<file path="config.mk">
export PLATFORM = sky130hd
export DESIGN_NAME = sbd_core
export DESIGN_NICKNAME = d
export VERILOG_FILES = /design/src/hw/sbd_pkg.sv /design/src/hw/sbd_data_mem.sv /design/src/hw/sbd_sub_unit.sv /design/src/hw/sbd_core.sv
export SDC_FILE = /design/constraint.sdc
export NUM_CORES = 1
export LEC_CHECK = 0
export BUFFER_PORTS_ARGS = -buffer_cell sky130_fd_sc_hd__buf_2
export CAP_MARGIN = 20
export CORE_ASPECT_RATIO = 0.7
export CORE_UTILIZATION = 55
export DETAILED_ROUTE_END_ITERATION = 8
export PLACE_DENSITY = 0.71
export SLEW_MARGIN = 20
export SYNTH_ARGS = -nofsm -noshare
export SYNTH_HDL_FRONTEND = slang
export SYNTH_SLANG_ARGS = --single-unit
</file>
<file path="constraint.sdc">
create_clock -name i_ref_clk -period 9.2 [get_ports i_ref_clk]
set_input_delay 1.38 -clock i_ref_clk [delete_from_list [all_inputs] [get_ports i_ref_clk]]
set_output_delay 1.38 -clock i_ref_clk [all_outputs]
set_load 0.005 [all_outputs]
</file>
<file path="src/hw/sbd_pkg.sv">
// Package: opcodes, flag positions, reset values and sizes for the subtract/decrement datapath
package sbd_pkg;
   localparam int unsigned DATA_W      = 8;
   localparam int unsigned ADDR_W      = 7;
   localparam int unsigned MEM_DEPTH   = 128;
   localparam int unsigned SKIP_CYCLES = 2;
   // Flag positions in the flags byte
   localparam int unsigned FLAG_CARRY  = 0;
   localparam int unsigned FLAG_NIBBLE = 1;
   localparam int unsigned FLAG_ZERO   = 2;
   localparam int unsigned FLAG_RANGE  = 3;
   localparam int unsigned FLAG_W      = 4;
   localparam logic [3:0]  FLAGS_RST   = 4'h0;
   localparam logic [7:0]  WORK_RST    = 8'h00;
   localparam logic [7:0]  MEM_RST     = 8'h00;
   typedef enum logic [1:0] {
      OP_NONE,
      OP_SUB_TO_WORKING,
      OP_SUB_TO_MEMORY,
      OP_DEC_SKIP
   } op_t;
   typedef enum {
      ST_IDLE,
      ST_READ,
      ST_EXEC,
      ST_DUMMY
   } state_t;
endpackage

</file>
<file path="src/hw/sbd_data_mem.sv">
// Data memory: synchronous write, registered read data
module sbd_data_mem
   import sbd_pkg::*;
#(
   parameter int unsigned WIDTH = DATA_W,
   parameter int unsigned DEPTH = MEM_DEPTH,
   parameter int unsigned AW    = ADDR_W
) (
   input  wire logic             i_ref_clk,
   input  wire logic [AW-1:0]    i_addr,
   input  wire logic             i_we,
   input  wire logic [WIDTH-1:0] i_wdata,
   input  wire logic [AW-1:0]    i_raddr,
   output logic      [WIDTH-1:0] o_rdata
);
   initial begin
      if (DEPTH > (1 << AW)) $error("sbd_data_mem: depth exceeds address range");
   end

   logic [WIDTH-1:0] mem [DEPTH];

   always_ff @(posedge i_ref_clk) begin
      if (i_we) begin
         mem[i_addr] <= i_wdata;
      end
      o_rdata <= mem[i_raddr];
   end
endmodule // sbd_data_mem

</file>
<file path="src/hw/sbd_sub_unit.sv">
// Subtract unit: a - b - borrow with all four flags
module sbd_sub_unit
   import sbd_pkg::*;
(
   input  wire logic [7:0] i_a,
   input  wire logic [7:0] i_b,
   input  wire logic       i_carry,
   output logic      [7:0] o_diff,
   output logic      [3:0] o_flags
);
   logic [8:0] full;
   logic [4:0] low;
   logic       borrow_in;

   // Carry 1 means no borrow pending
   assign borrow_in = ~i_carry;
   assign full      = {1'b0, i_a} - {1'b0, i_b} - {8'h00, borrow_in};
   assign low       = {1'b0, i_a[3:0]} - {1'b0, i_b[3:0]} - {4'h0, borrow_in};
   assign o_diff    = full[7:0];
   assign o_flags[FLAG_CARRY]  = ~full[8];
   assign o_flags[FLAG_NIBBLE] = ~low[4];
   assign o_flags[FLAG_ZERO]   = (full[7:0] == 8'h00);
   assign o_flags[FLAG_RANGE]  = (i_a[7] ^ i_b[7]) & (i_a[7] ^ full[7]);
endmodule // sbd_sub_unit

</file>
<file path="src/hw/sbd_core.sv">
// Top: executes subtract-with-borrow and decrement-skip instructions on working reg and memory
//
// Notes on behaviour
// - Subtract to working takes memory byte and inverse carry from working and keeps it there.
// - After either subtract the carry reads 0 on a negative difference and 1 otherwise.
// - Subtract to memory does the same sum, stores it in memory and updates all four flags.
// - Decrement-skip lowers the memory byte by one and skips the next instruction on zero.
// - A skip takes two cycles, the second a dummy in ST_DUMMY during which starts are dropped.
// - A nonzero decrement result proceeds with the next instruction, no skip.
module sbd_core
   import sbd_pkg::*;
#(
   parameter int unsigned AW = ADDR_W
) (
   // Clock and reset
   input  wire logic          i_ref_clk,
   input  wire logic          i_rst,
   // Instruction issue
   input  wire logic          i_start,
   input  wire op_t           i_op,
   input  wire logic [AW-1:0] i_addr,
   // Memory preload port, used while idle
   input  wire logic          i_load_we,
   input  wire logic [AW-1:0] i_load_addr,
   input  wire logic [7:0]    i_load_data,
   // Register bus
   input  wire logic [1:0]    i_reg_addr,
   input  wire logic [7:0]    i_reg_wdata,
   input  wire logic          i_reg_wr,
   input  wire logic          i_reg_rd,
   output logic      [7:0]    o_reg_rdata,
   // State
   output logic      [7:0]    o_working_register,
   output logic      [3:0]    o_flags,
   output logic               o_busy,
   output logic               o_done,
   output logic               o_skip
);
   // ------------------------------------------------------------
   // Register map
   // ------------------------------------------------------------
   localparam logic [1:0] REG_WORK  = 2'h0;
   localparam logic [1:0] REG_FLAGS = 2'h1;
   localparam logic [1:0] REG_STAT  = 2'h2;

   initial begin
      if (AW != ADDR_W) $error("sbd_core: address width must match memory");
   end

   state_t        state_r, state_nxt;
   op_t           op_r;
   logic [AW-1:0] addr_r;
   logic [7:0]    work_r, mem_rdata, diff, dec_val;
   logic [3:0]    flags_r, sub_flags;
   logic          done_r, skip_r;
   logic [7:0]    rdata_r;
   logic          exec, is_sub, is_dec, dec_zero, mem_we;
   logic [AW-1:0] mem_waddr;
   logic [7:0]    mem_wdata;

   sbd_data_mem #(.WIDTH(DATA_W), .DEPTH(MEM_DEPTH), .AW(AW)) u_mem (
      .i_ref_clk (i_ref_clk),
      .i_addr    (mem_waddr),
      .i_we      (mem_we),
      .i_wdata   (mem_wdata),
      .i_raddr   (addr_r),
      .o_rdata   (mem_rdata)
   );

   sbd_sub_unit u_sub (
      .i_a     (work_r),
      .i_b     (mem_rdata),
      .i_carry (flags_r[FLAG_CARRY]),
      .o_diff  (diff),
      .o_flags (sub_flags)
   );

   // ------------------------------------------------------------
   // Decode
   // ------------------------------------------------------------
   assign exec      = (state_r == ST_EXEC);
   assign is_sub    = (op_r == OP_SUB_TO_WORKING) || (op_r == OP_SUB_TO_MEMORY);
   assign is_dec    = (op_r == OP_DEC_SKIP);
   assign dec_val   = mem_rdata - 8'h01;
   assign dec_zero  = (dec_val == 8'h00);
   // Writes from the datapath win; the load port is only for idle preloading
   assign mem_we    = (exec && (op_r == OP_SUB_TO_MEMORY || is_dec))
                      || (state_r == ST_IDLE && i_load_we);
   assign mem_waddr = exec ? addr_r : i_load_addr;
   assign mem_wdata = !exec ? i_load_data
                    : (is_dec ? dec_val : diff);

   always_comb begin
      state_nxt = state_r;
      case (state_r)
         ST_IDLE:  if (i_start && i_op != OP_NONE) state_nxt = ST_READ;
         ST_READ:  state_nxt = ST_EXEC;
         ST_EXEC:  state_nxt = (is_dec && dec_zero) ? ST_DUMMY : ST_IDLE;
         ST_DUMMY: state_nxt = ST_IDLE;
         default:  state_nxt = ST_IDLE;
      endcase
   end

   // ------------------------------------------------------------
   // State and datapath registers
   // ------------------------------------------------------------
   always_ff @(posedge i_ref_clk or posedge i_rst) begin
      if (i_rst) begin
         state_r <= ST_IDLE;
         op_r    <= OP_NONE;
         addr_r  <= '0;
      end else begin
         state_r <= state_nxt;
         if (state_r == ST_IDLE && i_start) begin
            op_r   <= i_op;
            addr_r <= i_addr;
         end
      end
   end

   always_ff @(posedge i_ref_clk or posedge i_rst) begin
      if (i_rst) begin
         work_r  <= WORK_RST;
         flags_r <= FLAGS_RST;
      end else if (exec && is_sub) begin
         flags_r <= sub_flags;
         if (op_r == OP_SUB_TO_WORKING) begin
            work_r <= diff;
         end
      end else if (state_r == ST_IDLE && i_reg_wr) begin
         if (i_reg_addr == REG_WORK)  work_r  <= i_reg_wdata;
         if (i_reg_addr == REG_FLAGS) flags_r <= i_reg_wdata[3:0];
      end
   end

   always_ff @(posedge i_ref_clk or posedge i_rst) begin
      if (i_rst) begin
         done_r <= 1'b0;
         skip_r <= 1'b0;
      end else begin
         done_r <= (exec && !(is_dec && dec_zero)) || (state_r == ST_DUMMY);
         skip_r <= exec && is_dec && dec_zero;
      end
   end

   logic [7:0] rd_mux;
   assign rd_mux = (i_reg_addr == REG_WORK)  ? work_r
                 : (i_reg_addr == REG_FLAGS) ? {4'h0, flags_r}
                 : (i_reg_addr == REG_STAT)  ? {6'h00, skip_r, (state_r != ST_IDLE)}
                 : 8'h00;

   always_ff @(posedge i_ref_clk or posedge i_rst) begin
      if (i_rst) rdata_r <= 8'h00;
      else       rdata_r <= i_reg_rd ? rd_mux : 8'h00;
   end

   logic busy_r;
   always_ff @(posedge i_ref_clk or posedge i_rst) begin
      if (i_rst) busy_r <= 1'b0;
      else       busy_r <= (state_nxt != ST_IDLE);
   end

   assign o_reg_rdata        = rdata_r;
   assign o_working_register = work_r;
   assign o_flags            = flags_r;
   assign o_busy             = busy_r;
   assign o_done             = done_r;
   assign o_skip             = skip_r;
endmodule // sbd_core

</file>
; ---- After elaboration in Yosys (flattened, before gate mapping)
; Memories as Yosys holds them, arrays and structs flattened. A register that Yosys moved wholly into a read port is not among the register bits.
; Cells that the tools add are included.
[classes]
add_sub_neg = 5
eq_ne = 10
muxes = 19
bitwise = 6
reduce_logical = 28
[op_table]
columns = operator, n
row1 = 32-bit case mux with 3 select lines, 1
row2 = 32-bit by 3-bit == test with 1-bit output (second input constant), 2
row3 = 32-bit zero test, 2
row4 = 8-bit 2-to-1 mux, 8
row5 = 32-bit nonzero test, 2
row6 = 32-bit by 1-bit == test with 1-bit output (second input constant), 1
row7 = 32-bit by 2-bit == test with 1-bit output (second input constant), 1
row8 = 32-bit 2-to-1 mux, 1
row9 = 8-bit zero test, 2
row10 = 4-bit 2-to-1 mux, 4
row11 = 1-bit logical AND, 10
row12 = 8-bit by 8-bit subtractor with 9-bit output, 1
row13 = 9-bit by 1-bit subtractor with 9-bit output, 1
row14 = 2-bit nonzero test, 4
row15 = 8-bit by 1-bit subtractor with 8-bit output (second input constant), 1
row16 = 7-bit 2-to-1 mux, 1
row17 = 2-bit == test (second input constant), 3
row18 = 4-bit by 4-bit subtractor with 5-bit output, 1
row19 = 5-bit by 1-bit subtractor with 5-bit output, 1
row20 = 2-bit by 1-bit == test with 1-bit output (second input constant), 2
row21 = 1-bit logical OR, 4
row22 = 2-bit 2-to-1 mux, 2
row23 = 1-bit inverter, 3
row24 = 3-bit AND reduction, 1
row25 = other kinds (7), 9
[totals]
ff_bits = 64
ramBits = 1024
out_inout_bits = 23
elab_cells = 78
mem_count = 1
[memory_table]
columns = memory, words, width, read_ports, rd_clocked_by_memory_dff, wr, line
row1 = u_mem.mem, 128, 8, 1, 1, 1, sbd_data_mem.sv:20  ; logic [WIDTH-1:0] mem [DEPTH];

; ---- Longest topological paths before layout
; Gate-level depths: netlist (run 1).
[depth]
ltp_word = 6
ltp_mapped = 10
ltp_nobuf = 10

; ---- Cells and area by module
; Synthesis (run 1) repeated with hierarchy kept, for this count alone.
[unflattened]
hier_cells = 1935
hier_area_um2 = 43010.0
[by_module_without_submodules]
columns = module, n_inst, cells_per_inst, area_per_inst_um2, seq_area_each_um2
row1 = sbd_data_mem, 1, 1635, 39665.5, 30909.6
row2 = sbd_core, 1, 224, 2763.9, 1601.5
row3 = sbd_sub_unit, 1, 76, 580.6, 0.0

; ---- Worst setup path before layout (run 1)
; Ideal clock, no wire load.
[synth_timing]
path_kind = reg2reg
from = reg work_r[0] (netlist: o_working_register[0])
to = mem u_mem.mem[0][7] in the netlist's numbering, data pin
setup_time_ns = 1.197
t_arrival_ns = 7.037
required_time_ns = 8.003
setup_slack_ns = 0.966
stages_incl_launch_ff = 11
n_path_buf = 0
synth_period_minus_slack_ns = 8.234
path_cell_list = dfrtp_1 -> inv_1 -> fa_1 -> inv_1 -> ha_1 -> o21ai_0 -> a22oi_1 -> nor3_1 -> nor3_1 -> mux2_2 -> o21ai_0
[synth_via]
elab_chain_cells = 4
[synth_lines]
columns = item, line
row1 = from (decl), sbd_core.sv:53  ; logic [7:0] work_r, mem_rdata, diff, dec_val;
row2 = from (signal assigned), sbd_core.sv:128  ; work_r <= diff;
row3 = from (signal assigned), sbd_core.sv:131  ; if (i_reg_addr == REG_WORK) work_r <= i_reg_wdata;
row4 = 8-bit by 8-bit subtractor with 9-bit output, sbd_sub_unit.sv:17  ; assign full = {1'b0, i_a} - {1'b0, i_b} - {8'h00, borrow_in};
row5 = 9-bit by 1-bit subtractor with 9-bit output, sbd_sub_unit.sv:17
row6 = 8-bit 2-to-1 mux, sbd_core.sv:91  ; : (is_dec ? dec_val : diff);
row7 = 8-bit 2-to-1 mux, sbd_core.sv:90  ; assign mem_wdata = !exec ? i_load_data
row8 = net mem_wdata[7], sbd_core.sv:59  ; logic [7:0] mem_wdata;
row9 = to (decl), sbd_data_mem.sv:20
; The timed path passes the listed nets, and every way through them passes these cells.

; ---- Worst setup path after layout (run 1)
[layout_timing]
from = reg state_r[26]
to = mem u_mem.mem[70][1] in the netlist's numbering, enable pin
[layout_via]
elab_chain_cells = 5
[layout_lines]
columns = item, line
row1 = from (decl), sbd_core.sv:50  ; state_t state_r, state_nxt;
row2 = from (signal assigned), sbd_core.sv:113  ; state_r <= state_nxt;
row3 = 32-bit by 3-bit == test with 1-bit output / 32-bit zero test (equally long branches), "sbd_core.sv:81, sbd_core.sv:88"
row4 = 1-bit logical AND (on tied branches), "sbd_core.sv:87, sbd_core.sv:88"
row5 = 1-bit logical OR, sbd_core.sv:88  ; || (state_r == ST_IDLE && i_load_we);
row6 = 1-bit 2-to-1 mux, sbd_data_mem.sv:23  ; if (i_we) begin
row7 = 1-bit 2-to-1 mux (implied by the code), sbd_data_mem.sv:24  ; mem[i_addr] <= i_wdata;
; Several ways; a longest one is shown, not always the timed one.

==> key figures, run 1 <==
Synth
  • Post-synth design cell area: 43,410 µm²
  • Mean post-synth cell area: 19.13 µm²
  • Synth Area in XOR/XNOR: 0.3027%
  • Main combinational cell family by area after synthesis: multiplexers
  • Adder-cell share of the synthesized area: 0.6399%
  • Most instantiated flip-flop cell in the synthesis netlist: sky130_fd_sc_hd__edfxtp_1
  • Cell count after synthesis: 2,269
  • Mux contribution to synthesized area: 13.64%
  • Complex-gate fraction of the synthesized area: 4.159%
  • FF+latch count, synth: 1,096
  • Warnings, synthesis: 0
  • Sequential element share of the synthesized area: 74.90%
  • Netlist cell types: 55
  • Post-synth EDFFs: 1,024
  • Fraction of synthesis flops using an asynchronous set or reset pin: 5.839%
  • Simple-gate area share of the yosys netlist: 4.384%

Worst setup path
  • Crit Path Category: flip-flop to flip-flop
  • Arr. time, crit path: 4770 ps
  • Crit start category: flip-flop
  • CP Data Required Time: 9570 ps
  • Maximum net fanout on the critical path: 39
  • Worst Reg2Reg Path Length in Cells: 9
  • Critical path capture point type: flip-flop

Hold path
  • Worst hold-check path type: flip-flop to flip-flop
  • Number of cells traversed by the worst hold path: 2

Power
  • Switching Share: 19.72%
  • Net load switching power: 1.903 mW
  • Leakage power summed over all cells: 15.34 nW
  • Post-route total power: 9.649 mW
  • Part of the power in the clock network: 41.7%
  • Internal cell power: 7.746 mW
  • Part of the total power dissipated in sequential elements: 56.5%
  • Worst IR Drop VDD: 0.1504 mV
  • Pwr dens: 196.9 nW/µm²
  • Gate power share: 1.7%

Detailed routing
  • Total routed wirelength: 99,610 µm
  • Number of nets still failing antenna checks after routing: 0
  • Post-detailed-route wirelength per cell: 28.04 µm
  • Vias per Instance: 6.439
  • Count of routing violations after the opening detailed-route iteration: 2,921
  • Total vias in the final route: 22,870
  • Drt first pass iters: 7
  • Remaining design rule violation count: 0

Global route
  • Vias in the first global route: 22,420
  • Total grt overflow: 0
  • Largest net degree at the start of global routing: 153
  • Wire length of the first global-routing pass: 148,200 µm
  • Overall Global Routing Usage: 25.50%
  • Initial antenna violation count: 2

Layout
  • Commonest cells after routing, fill and taps aside: sky130_fd_sc_hd__edfxtp_1, sky130_fd_sc_hd__mux4_2, sky130_fd_sc_hd__mux2i_1
  • Post-route cell area: 48,990 µm²
  • Core Util, Final: 63.19%
  • Share of post-route cells with drive strength above 1: 24.46%
  • Area growth syn-to-layout: 12.87%
  • Most common cell after layout, fill and taps aside: sky130_fd_sc_hd__edfxtp_1
  • Cell Count, Final, Fillers Out: 3,552
  • Nets: 2,484
  • Fill cell instance count of the final layout: 5,219

Placement
  • Number of instances in the placed design: 3,364
  • Sum of net half-perimeters after detailed placement: 60,150 µm
  • Gp weighted congestion: 0.8438
  • Post-Place Cell Area: 45,640 µm²
  • Buffers added on ports: 62
  • Worst setup slack after placement: 4866 ps

Clock tree
  • Total clock buffers created by CTS: 97
  • Clock Sinks: 1,096
  • Post-CTS sizing: 0
  • Clock latency on the worst-skew pair: 660 ps
  • Clock root cell: sky130_fd_sc_hd__clkbuf_16
  • Maximum root-to-sink buffer count: 3
  • Hold buffer count at cts: 0
  • CTS tree: yes
  • Clock-pin slew on the worst setup and hold paths: 60 ps
  • H-Tree Level Count: 3
  • Number of setup buffers added after CTS: 0

Floorplanning
  • Starting density of the core: 55.99%
  • Die extent in x: 337.8 µm
  • Std-Cell Rows: 85
  • Top-Level Pins: 63
  • Core ar.: 77,530 µm²
  • Die extent in y: 237.0 µm
  • Total Die Area: 80,070 µm²

Status
  • Outcome: completed

STA
  • Normalized max-slew margin: 18.00%
  • RSZ-0062 raised after global routing: no
  • Setup TNS: 0 ps
  • Worst Skew: 17.06 ps
  • Max frequency: 227.1 MHz
  • Period utilization: 47.85%
  • Time the worst path needs with I/O delays and setup: 4403 ps
  • Number of endpoints failing setup at the final stage: 0
  • Number of hold-slack violations in the final timing report: 0
  • Final worst slack: 4797 ps
  • Worst-margin pin slew: 1230 ps
  • Max Transition Viols Final: 0
  • Worst hold margin: 567.0 ps

Job
  • Max-cap viol count: 0
==> final timing paths <==
check | from | end | slack, ps
setup / recovery | state_r[26] | u_mem.mem[70][1] | 4800
setup reg to reg | state_r[26] | u_mem.mem[70][1] | 4800
hold reg to reg | o_flags[3] | o_reg_rdata[3] | 570
min in group asynchronous | i_rst | addr_r[0] | 990
max in group asynchronous | i_rst | addr_r[2] | 7580
hold / removal | o_flags[3] | o_reg_rdata[3] | 570
==> logic make-up (layout without fill, tap and decap cells) <==
family,after synthesis,in the layout
compound gates,246,246
xor+xnor,15,15
fa+ha+maj,21,21
buf+inv,204,412
flops,1096,1096
mux,347,347
other cells,1,32
simple gates,339,339
==> worst max-delay path, cell delays in order, from the launching register on <==
cell	delay (ps)
sky130_fd_sc_hd__dfrtp_1	360
sky130_fd_sc_hd__nor4_1	390
sky130_fd_sc_hd__nand4_1	230
sky130_fd_sc_hd__or4b_4	630
sky130_fd_sc_hd__buf_4	390
sky130_fd_sc_hd__mux2_2	320
sky130_fd_sc_hd__nand2_1	240
sky130_fd_sc_hd__buf_4	340
sky130_fd_sc_hd__nor4_1	870
sky130_fd_sc_hd__buf_4	280
==> layer usage <==
metal | vias up | share of wire, % | GRT usage (%)
li1 | 9647 | - | -
met1 | 11880 | 43 | 39.65
met2 | 1210 | 45 | 36.19
met3 | 130 | 11 | 7.051
met4 | 0 | 1.6 | 5.567
met5 | - | 0 | 0
==> layout make-up <==
class	count	area [µm²]	area share [%]
antenna	2	5.005	0.01022
clock buffer	126	2661	5.432
clock inverter	56	476.7	0.9730
inverter	43	161.4	0.3294
multi-input combinational	998	10540	21.51
sequential	1096	32520	66.37
tap	1044	1306	2.666
timing repair buffer	187	1326	2.707
==> cell usage after synthesis, types with 4 or more instances <==
cell type | number | area share [%]
sky130_fd_sc_hd__edfxtp_1 | 1024 | 71
sky130_fd_sc_hd__mux4_2 | 192 | 10
sky130_fd_sc_hd__mux2i_1 | 139 | 3.2
sky130_fd_sc_hd__a22oi_1 | 137 | 2.4
sky130_fd_sc_hd__clkbuf_1 | 79 | 0.68
sky130_fd_sc_hd__nor3_1 | 70 | 0.81
sky130_fd_sc_hd__dfrtp_1 | 64 | 3.7
sky130_fd_sc_hd__nor4_1 | 62 | 0.89
sky130_fd_sc_hd__buf_2 | 54 | 0.62
sky130_fd_sc_hd__nand3_1 | 51 | 0.59
sky130_fd_sc_hd__nand2_1 | 46 | 0.40
sky130_fd_sc_hd__inv_1 | 43 | 0.37
sky130_fd_sc_hd__o21ai_0 | 35 | 0.40
sky130_fd_sc_hd__a22o_1 | 32 | 0.65
sky130_fd_sc_hd__nor2_1 | 32 | 0.28
sky130_fd_sc_hd__buf_1 | 24 | 0.21
sky130_fd_sc_hd__nand4_1 | 20 | 0.29
sky130_fd_sc_hd__ha_1 | 19 | 0.55
sky130_fd_sc_hd__a221oi_1 | 16 | 0.32
sky130_fd_sc_hd__mux2_2 | 13 | 0.34
sky130_fd_sc_hd__nor2b_1 | 10 | 0.14
sky130_fd_sc_hd__nor4_2 | 10 | 0.29
sky130_fd_sc_hd__a31oi_1 | 8 | 0.12
sky130_fd_sc_hd__dfxtp_1 | 8 | 0.37
sky130_fd_sc_hd__xor2_1 | 8 | 0.16
sky130_fd_sc_hd__and2_1 | 7 | 0.10
sky130_fd_sc_hd__nand2b_1 | 7 | 0.10
sky130_fd_sc_hd__xnor2_1 | 7 | 0.14
sky130_fd_sc_hd__a21oi_1 | 6 | 0.069
sky130_fd_sc_hd__nand3_2 | 4 | 0.092
sky130_fd_sc_hd__nor3b_1 | 4 | 0.069
sky130_fd_sc_hd__o22ai_1 | 4 | 0.058
==> registers in the layout, summed over array words and instances (netlist names) <==
name                count
u_mem.mem            1024
state_r                32
o_reg_rdata             8
o_working_register      8
u_mem.o_rdata           8
addr_r                  7
o_flags                 4
op_r                    2
o_busy                  1
o_done                  1
o_skip                  1
==> power by group through the flow <==
stage,Clock [mW],Combinational [mW],Sequential (mW)
CTS,4.08,0.158,5.46
global placement,0,0.151,5.56
detailed placement,0,0.159,5.56
floorplan,0,0.0708,5.58
global route,4.26,0.175,5.45
finish,4.03,0.165,5.46
Note: power is estimated with default switching activity, not from simulation.
==> inputs of run 2 (changes only) <==
--- a/config.mk
+++ b/config.mk
@@ -10,7 +10,7 @@
 export CORE_ASPECT_RATIO = 0.7
 export CORE_UTILIZATION = 55
 export DETAILED_ROUTE_END_ITERATION = 8
-export PLACE_DENSITY = 0.71
+export PLACE_DENSITY = 0.74
 export SLEW_MARGIN = 20
 export SYNTH_ARGS = -nofsm -noshare
 export SYNTH_HDL_FRONTEND = slang
==> constraint.sdc (replaced) <==
create_clock -name i_ref_clk -period 3.65 [get_ports i_ref_clk]
set_input_delay 0.5475 -clock i_ref_clk [delete_from_list [all_inputs] [get_ports i_ref_clk]]
set_output_delay 0.5475 -clock i_ref_clk [all_outputs]
set_load 0.005 [all_outputs]
==> key figures, run 2 (synthesis results as in run 1) <==
Clock tree
  • CTS tree: yes
  • Clock latency on the worst-skew pair: 670 ps
  • Total clock buffers created by CTS: 98
  • Clock Sinks: 1,096
  • H-Tree Level Count: 3
  • Clock root cell: sky130_fd_sc_hd__clkbuf_16
  • Clock-pin slew on the worst setup and hold paths: 60 ps
  • Maximum root-to-sink buffer count: 3

Worst setup path
  • Arr. time, crit path: 3940 ps
  • Sum of buffers and inverters on the critical path: 3
  • Crit start category: flip-flop
  • Crit Path Category: flip-flop to flip-flop
  • Maximum net fanout on the critical path: 16
  • Crit-path slowest cell: sky130_fd_sc_hd__a31oi_4
  • Setup slack of the worst register-to-register path: 120 ps
  • Capturing point of the worst reg2reg path: u_mem.mem[82][2]
  • Worst Reg2Reg Path Length in Cells: 8
  • Biggest cell delay along the critical path: 770 ps
  • Launch point of the worst reg-to-reg path: state_r[26]
  • Delay-heaviest family, CP: simple AND/OR/NAND/NOR gates
  • CP Data Required Time: 4070 ps
  • Critical path, cell by cell: nor4_2, nand4_1, or4b_4, buf_4, a31oi_4, buf_4, nor4_1, buf_4
  • Top cell by count, worst path: sky130_fd_sc_hd__buf_4
  • Critical path capture point type: flip-flop

Global route
  • Largest net degree at the start of global routing: 129
  • Initial antenna violation count: 4
  • Total grt overflow: 0
  • Vias in the first global route: 23,570
  • Wire length of the first global-routing pass: 153,500 µm
  • Overall Global Routing Usage: 26.36%

STA
  • Max Transition Viols Final: 0
  • Worst Skew: 22.24 ps
  • Max frequency: 283.5 MHz
  • Number of endpoints failing setup at the final stage: 0
  • Final worst slack: 123.2 ps
  • Number of hold-slack violations in the final timing report: 0
  • Period utilization: 96.62%
  • Worst-margin pin slew: 1035 ps
  • Worst hold margin: 88.30 ps
  • Time the worst path needs with I/O delays and setup: 3527 ps
  • Setup TNS: 0 ps
  • Normalized max-slew margin: 30.89%

Layout
  • Core Util, Final: 64.99%
  • Nets: 2,599
  • Post-route cell area: 50,380 µm²
  • Top flop regs: u_mem.mem: 1024 flops, state_r: 32 flops
  • Area growth syn-to-layout: 16.07%
  • Share of post-route cells with drive strength above 1: 27.76%
  • Fill cell instance count of the final layout: 5,002
  • Most common cell after layout, fill and taps aside: sky130_fd_sc_hd__edfxtp_1
  • Flip-flop count of the largest register, all copies and words added: 1,024
  • Commonest cells after routing, fill and taps aside: sky130_fd_sc_hd__edfxtp_1, sky130_fd_sc_hd__buf_4, sky130_fd_sc_hd__mux4_2
  • Register bank with the most flops: u_mem.mem

Placement
  • Sum of net half-perimeters after detailed placement: 65,450 µm
  • Buffers added on ports: 62
  • Worst setup slack after placement: -63.45 ps
  • Post-Place Cell Area: 46,880 µm²
  • Gp weighted congestion: 0.9548

Detailed routing
  • Total vias in the final route: 23,630
  • Post-detailed-route wirelength per cell: 28.21 µm
  • Drt first pass iters: 6
  • Count of routing violations after the opening detailed-route iteration: 3,080
  • Remaining design rule violation count: 0
  • Number of nets still failing antenna checks after routing: 0
  • Vias per Instance: 6.447
  • Total routed wirelength: 103,400 µm

Floorplanning
  • Die extent in y: 237.0 µm
  • Starting density of the core: 55.99%
  • Core ar.: 77,530 µm²
  • Die extent in x: 337.8 µm
  • Std-Cell Rows: 85
  • Total Die Area: 80,070 µm²
  • Top-Level Pins: 63

Power
  • Leakage power summed over all cells: 16.12 nW
  • Pwr dens: 490.7 nW/µm²
  • Worst IR Drop VDD: 0.3872 mV

Job
  • Max-cap viol count: 0

Hold path
  • Worst hold-check path type: input port to asynchronous set/reset pin

Status
  • Outcome: completed
## run 2: timing repair
item	CTS	global route
buffers inserted	0	1
hold buffers	0	0
gates resized for setup	3	18
gates cloned	0	1
pin swaps	2	3
endpoints found under the setup margin	107	299
## run 2: power by group
group | switching [mW] | internal, mW
sequential | 0.00706 | 13.7
combinational | 0.366 | 0.101
clock | 4.49 | 6.02
total | 4.86 | 19.9
## run 2: final cells by class
class	instances	area, µm²	share of cell area, %
diodes	3	7.507	0.01490
well taps	1044	1306	2.593
multi-input cells	999	10550	20.95
repair buffers	300	2530	5.021
clock buffers	118	2719	5.396
clock inverters	63	588.1	1.167
inverters	43	161.4	0.3203
flip-flops and latches	1096	32520	64.54
## run 2: worst max path at each step
| stage | startpoint | to | slack, ps | depth (start not counted) |
|---|---|---|---|---|
| 2_1_floorplan | state_r[26] | u_mem.mem[0][1] | -570 | 7 |
| 3_3_place_gp | state_r[25] | u_mem.mem[102][1] | 110 | 7 |
| 3_5_place_dp | state_r[26] | u_mem.mem[100][6] | -60 | 7 |
| 4_1_cts | state_r[26] | u_mem.mem[106][0] | -10 | 7 |
| 5_1_grt | state_r[9] | u_mem.mem[34][3] | -6 | 9 |
| 6_report | state_r[26] | u_mem.mem[82][2] | 120 | 8 |
## run 2: worst reg2reg max path: stages, from the launching register on
cell                      delay [ps]
sky130_fd_sc_hd__dfrtp_1         380
sky130_fd_sc_hd__nor4_2          340
sky130_fd_sc_hd__nand4_1         220
sky130_fd_sc_hd__or4b_4          680
sky130_fd_sc_hd__buf_4           260
sky130_fd_sc_hd__a31oi_4         770
sky130_fd_sc_hd__buf_4           350
sky130_fd_sc_hd__nor4_1          100
sky130_fd_sc_hd__buf_4           190
## run 2: metrics by stage
stage                     power [mW]  instances
after global routing           25.31       3664
after CTS                      24.81       3660
after detailed placement       14.47       3479
final                          24.73       3666
after global placement         14.45       3479
after floorplan                14.21       2298
## run 2: layer usage
| metal | up-vias | GRT usage [%] | part of all wire (%) |
|---|---|---|---|
| met5 | - | 0 | 0.013 |
| met3 | 182 | 6.142 | 12 |
| li1 | 9862 | - | - |
| met4 | 2 | 6.828 | 2.4 |
| met2 | 1404 | 37.84 | 45 |
| met1 | 12180 | 40.93 | 41 |
